==> config.mk <==
export PLATFORM = sky130hd
export DESIGN_NAME = itc_regs
export DESIGN_NICKNAME = d
export VERILOG_FILES = /design/src/hdl/itc_pkg.sv /design/src/hdl/itc_regs.sv
export SDC_FILE = /design/constraint.sdc
export NUM_CORES = 1
export LEC_CHECK = 0
export ABC_CLOCK_PERIOD_IN_PS = 5900
export BUFFER_PORTS_ARGS = -buffer_cell sky130_fd_sc_hd__buf_2
export CAP_MARGIN = 20
export CORE_MARGIN = 5
export CORE_UTILIZATION = 52
export CTS_CLUSTER_SIZE = 40
export DETAILED_ROUTE_END_ITERATION = 8
export GPL_TIMING_DRIVEN = 0
export PLACE_DENSITY_LB_ADDON = 0.12
export SYNTH_ARGS = -nofsm -noshare
export SYNTH_HDL_FRONTEND = slang
export SYNTH_SLANG_ARGS = --single-unit
==> constraint.sdc <==
create_clock -name sys_clk -period 5.9 [get_ports sys_clk]
set_input_delay 1.475 -clock sys_clk [delete_from_list [all_inputs] [get_ports sys_clk]]
set_output_delay 1.475 -clock sys_clk [all_outputs]
set_load 0.01 [all_outputs]
==> src/hdl/itc_pkg.sv <==
package itc_pkg;

  // register byte offsets on the bus
  localparam logic [7:0] ITC_OFF_CORE = 8'h00;
  localparam logic [7:0] ITC_OFF_IC1 = 8'h04;
  localparam logic [7:0] ITC_OFF_IC2 = 8'h08;
  localparam logic [7:0] ITC_OFF_STATUS = 8'h0C;
  localparam logic [7:0] ITC_OFF_EXTFLAG = 8'h10;

  // core_control fields
  localparam int ITC_CC_VAR = 15;
  localparam int ITC_CC_EXT = 3;

  // interrupt_control_one fields
  localparam int ITC_IC1_NEST = 15;
  localparam int ITC_IC1_OVA = 14;
  localparam int ITC_IC1_OVB = 13;
  localparam int ITC_IC1_CVA = 12;
  localparam int ITC_IC1_CVB = 11;
  localparam int ITC_IC1_OVA_EN = 10;
  localparam int ITC_IC1_OVB_EN = 9;
  localparam int ITC_IC1_CAT_EN = 8;
  localparam int ITC_IC1_SHIFT = 7;
  localparam int ITC_IC1_DIV0 = 6;
  localparam int ITC_IC1_MATH = 4;
  localparam int ITC_IC1_ADDR = 3;
  localparam int ITC_IC1_STACK = 2;
  localparam int ITC_IC1_OSC = 1;
  localparam logic [15:0] ITC_IC1_CTRL_MASK = 16'h8700;
  localparam logic [15:0] ITC_IC1_FLAG_MASK = 16'h78DE;

  // interrupt_control_two fields
  localparam int ITC_IC2_GLOBAL_EN = 15;
  localparam int ITC_IC2_TIMED_DIS = 14;
  localparam int ITC_IC2_SW_TRAP = 13;
  localparam int ITC_IC2_ALT = 8;
  localparam logic [15:0] ITC_IC2_RW_MASK = 16'hA10F;
  localparam logic [15:0] ITC_IC2_RESET = 16'h8000;

  // cpu_status_word priority low bits
  localparam int ITC_STAT_LOW_LSB = 5;
  localparam logic [3:0] ITC_LEVEL_TOP_LOW = 4'h7;

  localparam logic [1:0] ITC_RESP_OKAY = 2'h0;
  localparam logic [1:0] ITC_RESP_SLVERR = 2'h2;

endpackage : itc_pkg

==> src/hdl/itc_regs.sv <==
// The address map and the AXI4-Lite interface to the registers were left to the implementer.
`timescale 1ns/1ps
`default_nettype none

module itc_regs
  import itc_pkg::*;
#(
  parameter int N_EXT = 4
)
(
  input wire logic sys_clk,
  input wire logic arst_n,
  // axi4-lite slave
  input wire logic [31:0] s_axi_awaddr,
  input wire logic s_axi_awvalid,
  output logic s_axi_awready,
  input wire logic [31:0] s_axi_wdata,
  input wire logic [3:0] s_axi_wstrb,
  input wire logic s_axi_wvalid,
  output logic s_axi_wready,
  output logic [1:0] s_axi_bresp,
  output logic s_axi_bvalid,
  input wire logic s_axi_bready,
  input wire logic [31:0] s_axi_araddr,
  input wire logic s_axi_arvalid,
  output logic s_axi_arready,
  output logic [31:0] s_axi_rdata,
  output logic [1:0] s_axi_rresp,
  output logic s_axi_rvalid,
  input wire logic s_axi_rready,
  // trap events from the core, one-cycle pulses
  input wire logic acc_a_ovf_evt,
  input wire logic acc_b_ovf_evt,
  input wire logic acc_a_cat_evt,
  input wire logic acc_b_cat_evt,
  input wire logic shift_err_evt,
  input wire logic div_zero_evt,
  input wire logic addr_err_evt,
  input wire logic stack_err_evt,
  input wire logic osc_fail_evt,
  input wire logic sw_trap_evt,
  // core priority bookkeeping
  input wire logic level_load,
  input wire logic [3:0] level_value,
  input wire logic irq_in_service,
  input wire logic timed_disable_active,
  // external interrupt pins
  input wire logic [N_EXT-1:0] ext_irq_pin,
  // control outputs to the core
  output logic trap_request,
  output logic latency_variable,
  output logic [3:0] cpu_priority_level,
  output logic irq_gate_open,
  output logic alternate_table_select,
  output logic software_trap_status,
  output logic [N_EXT-1:0] ext_irq_flag
);

  // only four polarity bits exist, so a wider pin set cannot be served
  if (N_EXT < 1 || N_EXT > 4)
  begin : g_bad_n_ext
    $error("N_EXT must be 1 to 4, polarity field holds four bits");
  end

  logic var_lat;
  logic ext_bit;
  logic [2:0] low_bits;
  logic [15:0] ic1_ctrl;
  logic [15:0] ic1_flags;
  logic [15:0] ic2_ctrl;
  logic aw_held;
  logic w_held;
  logic [7:0] aw_addr;
  logic [31:0] w_data;
  logic [3:0] w_strb;
  logic [N_EXT-1:0] sync_a;
  logic [N_EXT-1:0] sync_b;
  logic [N_EXT-1:0] pin_prev;
  logic trap_seen;
  logic [N_EXT-1:0] ext_flag;

  // write channel capture; address and data may come in either order
  wire aw_take = s_axi_awvalid && s_axi_awready;
  wire w_take = s_axi_wvalid && s_axi_wready;
  wire [7:0] wr_addr = aw_held ? aw_addr : s_axi_awaddr[7:0];
  wire [31:0] wr_data = w_held ? w_data : s_axi_wdata;
  wire [3:0] wr_strb = w_held ? w_strb : s_axi_wstrb;
  wire wr_have_aw = aw_held || aw_take;
  wire wr_have_w = w_held || w_take;
  wire wr_fire = wr_have_aw && wr_have_w && !s_axi_bvalid;
  wire [15:0] wmask = {{8{wr_strb[1]}}, {8{wr_strb[0]}}};
  wire [15:0] wd = wr_data[15:0];

  assign s_axi_awready = !aw_held && !s_axi_bvalid;
  assign s_axi_wready = !w_held && !s_axi_bvalid;

  // address decode for writes
  wire wr_core = wr_fire && (wr_addr == ITC_OFF_CORE);
  wire wr_ic1 = wr_fire && (wr_addr == ITC_OFF_IC1);
  wire wr_ic2 = wr_fire && (wr_addr == ITC_OFF_IC2);
  wire wr_stat = wr_fire && (wr_addr == ITC_OFF_STATUS);
  wire wr_ext = wr_fire && (wr_addr == ITC_OFF_EXTFLAG);
  wire wr_hit = wr_core || wr_ic1 || wr_ic2 || wr_stat || wr_ext;

  // trap gating by the enable bits
  wire ova_trap = acc_a_ovf_evt && ic1_ctrl[ITC_IC1_OVA_EN];
  wire ovb_trap = acc_b_ovf_evt && ic1_ctrl[ITC_IC1_OVB_EN];
  wire cva_trap = acc_a_cat_evt && ic1_ctrl[ITC_IC1_CAT_EN];
  wire cvb_trap = acc_b_cat_evt && ic1_ctrl[ITC_IC1_CAT_EN];
  wire math_trap = ova_trap || ovb_trap || cva_trap || cvb_trap || shift_err_evt || div_zero_evt;
  wire swt_trap = sw_trap_evt && ic2_ctrl[ITC_IC2_SW_TRAP];

  // hardware set vector for interrupt_control_one flags
  logic [15:0] flag_set;
  always_comb
  begin
    flag_set = 16'h0000;
    flag_set[ITC_IC1_OVA] = ova_trap;
    flag_set[ITC_IC1_OVB] = ovb_trap;
    flag_set[ITC_IC1_CVA] = cva_trap;
    flag_set[ITC_IC1_CVB] = cvb_trap;
    flag_set[ITC_IC1_SHIFT] = shift_err_evt;
    flag_set[ITC_IC1_DIV0] = div_zero_evt;
    flag_set[ITC_IC1_MATH] = math_trap;
    flag_set[ITC_IC1_ADDR] = addr_err_evt;
    flag_set[ITC_IC1_STACK] = stack_err_evt;
    flag_set[ITC_IC1_OSC] = osc_fail_evt;
  end

  // software only clears flags; a set in the same cycle wins
  wire [15:0] flag_keep = wr_ic1 ? (~wmask | wd) : 16'hFFFF;
  wire [15:0] next_ic1_flags = ((ic1_flags & flag_keep) | flag_set) & ITC_IC1_FLAG_MASK;
  wire [15:0] next_ic1_ctrl = wr_ic1 ? (((ic1_ctrl & ~wmask) | (wd & wmask)) & ITC_IC1_CTRL_MASK)
                                     : ic1_ctrl;
  wire [15:0] next_ic2_ctrl = wr_ic2 ? (((ic2_ctrl & ~wmask) | (wd & wmask)) & ITC_IC2_RW_MASK)
                                     : ic2_ctrl;
  wire next_var_lat = (wr_core && wmask[ITC_CC_VAR]) ? wd[ITC_CC_VAR] : var_lat;

  // extension bit: core load writes it from the level, software may only clear it
  wire ext_sw_clr = wr_core && wmask[ITC_CC_EXT] && !wd[ITC_CC_EXT];
  wire next_ext_bit = level_load ? (level_value > ITC_LEVEL_TOP_LOW) : (ext_bit && !ext_sw_clr);

  // low bits frozen to software while nesting is off; core still loads
  wire low_sw_ok = wr_stat && wmask[ITC_STAT_LOW_LSB] && !ic1_ctrl[ITC_IC1_NEST];
  wire [2:0] next_low_bits = level_load ? level_value[2:0]
                           : (low_sw_ok ? wd[ITC_STAT_LOW_LSB+2:ITC_STAT_LOW_LSB] : low_bits);

  // external pin edge detection, polarity per input
  logic [N_EXT-1:0] ext_edge;
  logic [N_EXT-1:0] next_ext_flag;
  genvar gi;
  generate
    for (gi = 0; gi < N_EXT; gi++)
    begin : g_ext
      wire fall = pin_prev[gi] && !sync_b[gi];
      wire rise = !pin_prev[gi] && sync_b[gi];
      assign ext_edge[gi] = ic2_ctrl[gi] ? fall : rise;
      wire clr = wr_ext && wr_strb[0] && !wr_data[gi];
      assign next_ext_flag[gi] = (ext_flag[gi] && !clr) || ext_edge[gi];
    end
  endgenerate

  // two-flop synchroniser and edge history for the pins
  always_ff @(posedge sys_clk or negedge arst_n)
  begin
    if (!arst_n)
    begin
      sync_a <= '0;
      sync_b <= '0;
      pin_prev <= '0;
      ext_flag <= '0;
    end
    else
    begin
      sync_a <= ext_irq_pin;
      sync_b <= sync_a;
      pin_prev <= sync_b;
      ext_flag <= next_ext_flag;
    end
  end

  // control and status registers
  always_ff @(posedge sys_clk or negedge arst_n)
  begin
    if (!arst_n)
    begin
      var_lat <= 1'b0;
      ext_bit <= 1'b0;
      low_bits <= 3'h0;
      ic1_ctrl <= 16'h0000;
      ic1_flags <= 16'h0000;
      ic2_ctrl <= ITC_IC2_RESET;
      trap_seen <= 1'b0;
    end
    else
    begin
      var_lat <= next_var_lat;
      ext_bit <= next_ext_bit;
      low_bits <= next_low_bits;
      ic1_ctrl <= next_ic1_ctrl;
      ic1_flags <= next_ic1_flags;
      ic2_ctrl <= next_ic2_ctrl;
      trap_seen <= math_trap || addr_err_evt || stack_err_evt || osc_fail_evt || swt_trap;
    end
  end

  // write handshake state
  always_ff @(posedge sys_clk or negedge arst_n)
  begin
    if (!arst_n)
    begin
      aw_held <= 1'b0;
      w_held <= 1'b0;
      aw_addr <= 8'h00;
      w_data <= 32'h0000_0000;
      w_strb <= 4'h0;
      s_axi_bvalid <= 1'b0;
      s_axi_bresp <= ITC_RESP_OKAY;
    end
    else
    begin
      if (aw_take)
        aw_addr <= s_axi_awaddr[7:0];
      if (w_take)
      begin
        w_data <= s_axi_wdata;
        w_strb <= s_axi_wstrb;
      end
      aw_held <= wr_have_aw && !wr_fire;
      w_held <= wr_have_w && !wr_fire;
      if (wr_fire)
      begin
        s_axi_bvalid <= 1'b1;
        s_axi_bresp <= wr_hit ? ITC_RESP_OKAY : ITC_RESP_SLVERR;
      end
      else if (s_axi_bready)
        s_axi_bvalid <= 1'b0;
    end
  end

  // read data views; unimplemented bits are zero
  wire [15:0] rd_core = {var_lat, 11'h000, ext_bit, 3'h0};
  wire [15:0] rd_ic1 = ic1_ctrl | ic1_flags;
  wire [15:0] rd_ic2 = ic2_ctrl | {1'b0, timed_disable_active, 14'h0000};
  wire [15:0] rd_stat = {8'h00, low_bits, 5'h00};
  wire [15:0] rd_ext = {{(16 - N_EXT){1'b0}}, ext_flag};
  wire [7:0] ra = s_axi_araddr[7:0];
  wire rd_hit = (ra == ITC_OFF_CORE) || (ra == ITC_OFF_IC1) || (ra == ITC_OFF_IC2)
             || (ra == ITC_OFF_STATUS) || (ra == ITC_OFF_EXTFLAG);
  wire [15:0] rd_sel = (ra == ITC_OFF_CORE) ? rd_core
                     : (ra == ITC_OFF_IC1) ? rd_ic1
                     : (ra == ITC_OFF_IC2) ? rd_ic2
                     : (ra == ITC_OFF_STATUS) ? rd_stat
                     : (ra == ITC_OFF_EXTFLAG) ? rd_ext : 16'h0000;
  wire ar_take = s_axi_arvalid && s_axi_arready;

  assign s_axi_arready = !s_axi_rvalid;

  // read answer one cycle after the address is taken
  always_ff @(posedge sys_clk or negedge arst_n)
  begin
    if (!arst_n)
    begin
      s_axi_rvalid <= 1'b0;
      s_axi_rdata <= 32'h0000_0000;
      s_axi_rresp <= ITC_RESP_OKAY;
    end
    else if (ar_take)
    begin
      s_axi_rvalid <= 1'b1;
      s_axi_rdata <= {16'h0000, rd_sel};
      s_axi_rresp <= rd_hit ? ITC_RESP_OKAY : ITC_RESP_SLVERR;
    end
    else if (s_axi_rready)
      s_axi_rvalid <= 1'b0;
  end

  // outputs to the core
  assign trap_request = trap_seen;
  assign ext_irq_flag = ext_flag;
  assign latency_variable = var_lat;
  assign cpu_priority_level = {ext_bit, low_bits};
  // traps bypass this gate entirely, only interrupts are held off
  assign irq_gate_open = ic2_ctrl[ITC_IC2_GLOBAL_EN] && !(ic1_ctrl[ITC_IC1_NEST] && irq_in_service);
  assign alternate_table_select = ic2_ctrl[ITC_IC2_ALT];
  assign software_trap_status = ic2_ctrl[ITC_IC2_SW_TRAP];
endmodule : itc_regs

`default_nettype wire

==> out/qor.csv <==
metric;value;unit
io_pins;182;
synth_area;4280;um^2
die_h;101;um
ys_seq_elements;91;
crit_family;buffers and inverters;
worst_slack;2.26;ns
fin_skew;0.00797;ns
num_rows;33;
syn_to_final_growth;22.0;%
htreeDepth;3;
num-fill-cells;662;
crit_path_max_incr_delay;0.61;ns
fin_crit_sh;61.7;%
die_w;101;um
clk_pin_slew;0.08;ns
synth_top_area_cell;dfrtp_1;
antenna_cells;0;
hpwl;7.57;mm
ctsResizeCount;0;
post_cts.repair.setup_buffers;0;
drv_slew;0;
rsz0062_at_grt;false;
grt_pass1_wl;15.6;mm
ctsHoldBuffers;0;
wirelength;9.73;mm
drtIter0Drc;126;
synth-edff-count;0;
drv_cap;0;
finalHoldViolCount;0;
status;complete, no violations;
seq_area_frac_synth;53.2;%
avgRoutedWirePerCell;16.5;um
dieArea;10100;um^2
p_leak;2.44;nW
drc;0;
vias_per_cell;5.32;
cts_tree;built;
nets;610;
end_kind;primary output;
relSlewSlack;44.9;%
tightestPinTransition;0.819;ns
grt_overflow;0;
vdd_drop_max;0.232;mV
yosys-top-cells-area;dfrtp_1 (53%), mux2_2 (10%), mux2i_1 (4.2%);
synth_cell_types;57;
preCtsSetupSlack;2.39;ns
crit_path_top_delay_cell;clkbuf_1;
criticalPathCategory;reg -> out;
detail-route-antenna-nets;0;
grt_max_degree;70;
tns;0;ns
place_congestion;0.799;
syn_inst;358;
crit_path_cell_trace;buf_1, clkbuf_1, nor2_1, buf_2;
crit_fanout;10;
hp-class;reg -> reg;
first_pass_iters;4;
async_flop_share;100;%
start_util;52.6;%
grtUsageTotal;19.7;%
core;8130;um^2
cp.required;4.43;ns
cp_data_arrival_time;2.17;ns
place_area;4980;um^2
drive_gt1_share;37.0;%
antenna_found_initial;0;
yosysTopAreaCellShare;52.6;%
netlist_top_cells_count;dfrtp_1 (90), mux2_2 (38), buf_4 (22), nand2_1 (22), mux2i_1 (18);
insertion_delay;0.34;ns
totalPowerFinal;1.89;mW
port_buffers;95;
numClockSinks;91;
ys_warn_count;0;
clk_path_buf_depth;2;
dr_total_vias;3146;
yosys_most_used_dff;dfrtp_1;
fmax;0.275;GHz
post-route-min-period;3.64;ns
grt_pass1_vias;3080;
setup.worst_path.start_class;flip-flop;
fin_area;5220;um^2
numCtsBuffers;9;
synth.most_common_cell;dfrtp_1;
setup_viol;0;
cellPowerDensity;361;nW/um^2
critical_path_buf_inv_count;3;
cts_root_buffer;clkbuf_8;
syn_avg_cell_area;12.0;um^2
-- layout by cell type, fill, tap and decap left out, types with 3 or more instances in the layout --
master / Yosys / final
a22o_1: 8 / 8
o21ai_0: 14 / 14
dfrtp_1: 90 / 90
a22oi_1: 4 / 4
a21o_1: 10 / 10
o31ai_1: 5 / 5
a21oi_1: 8 / 8
buf_2: 1 / 95
clkbuf_8: 0 / 10
and4_1: 5 / 5
bufinv_16: 0 / 3
buf_4: 22 / 23
conb_1: 1 / 18
mux2i_1: 18 / 18
mux2_1: 4 / 4
a31oi_1: 5 / 5
inv_1: 10 / 10
nand2_1: 22 / 22
and2_1: 3 / 3
nor2b_1: 6 / 6
nor2_1: 16 / 16
a221o_1: 5 / 5
mux2_2: 38 / 38
nand4_1: 9 / 9
clkbuf_1: 10 / 11
-- kinds of logic after synthesis --
logic type	count (synthesis)	share of synthesized area (%)
AOI/OAI and AO/OA	75	13.2
muxes	60	15.3
DFF	91	53.2
and+or+nand+nor	86	12.3
other	1	0.0876
buffers and inverters	45	5.90
-- path summary, 6_finish.rpt --
kind | end | start | cells after the start | slack, ns
setup / recovery | s_axi_wready | w_held | 4 | 2.26
hold / removal | sync_b[1] | sync_a[1] | 0 | 0.36
setup reg to reg | ext_irq_flag[1] | w_held | 5 | 3.40
hold reg to reg | sync_b[1] | sync_a[1] | 0 | 0.36
max in group asynchronous | asynchronous set/reset pin | arst_n | 2 | 4.19
min in group asynchronous | pin_prev[0] | arst_n | 1 | 1.02
-- area by class of cell --
type / count / area [um^2] / share of cell area [%]
plain buffers: 35 / 215 / 4.12
clock buffers: 11 / 141 / 2.71
clock inverters: 4 / 98.8 / 1.89
inverters: 10 / 37.5 / 0.719
multi-input cells: 239 / 1810 / 34.7
flip-flops and latches: 91 / 2280 / 43.6
well taps: 105 / 131 / 2.52
repair buffers: 96 / 505 / 9.68
-- power by group --
group | internal, mW | leakage [nW] | total [mW] | switching, mW
combinational | 0.263 | 1.25 | 0.542 | 0.279
sequential | 0.755 | 1.07 | 0.843 | 0.0881
clock | 0.292 | 0.120 | 0.500 | 0.208
-- metal layers --
layer / share of wire, % / track usage [%] / vias to the layer above
li1: - / - / 1534
met1: 47 / 28.4 / 1509
met2: 45 / 30.3 / 99
met3: 7.2 / 4.43 / 4
met4: 0.63 / 4.77 / 0
met5: 0 / 0 / -
-- per-stage QoR --
step / hold WS (ns) / cells / utilization (%)
floorplan: 0.331 / 375 / -
global placement: 0.335 / 575 / 60.9
detailed placement: 0.341 / 576 / 61.2
CTS: 0.361 / 591 / 64.2
global route: 0.364 / 591 / 64.2
finish: 0.359 / 591 / 64.2
Power figures use the tool's default switching activity.
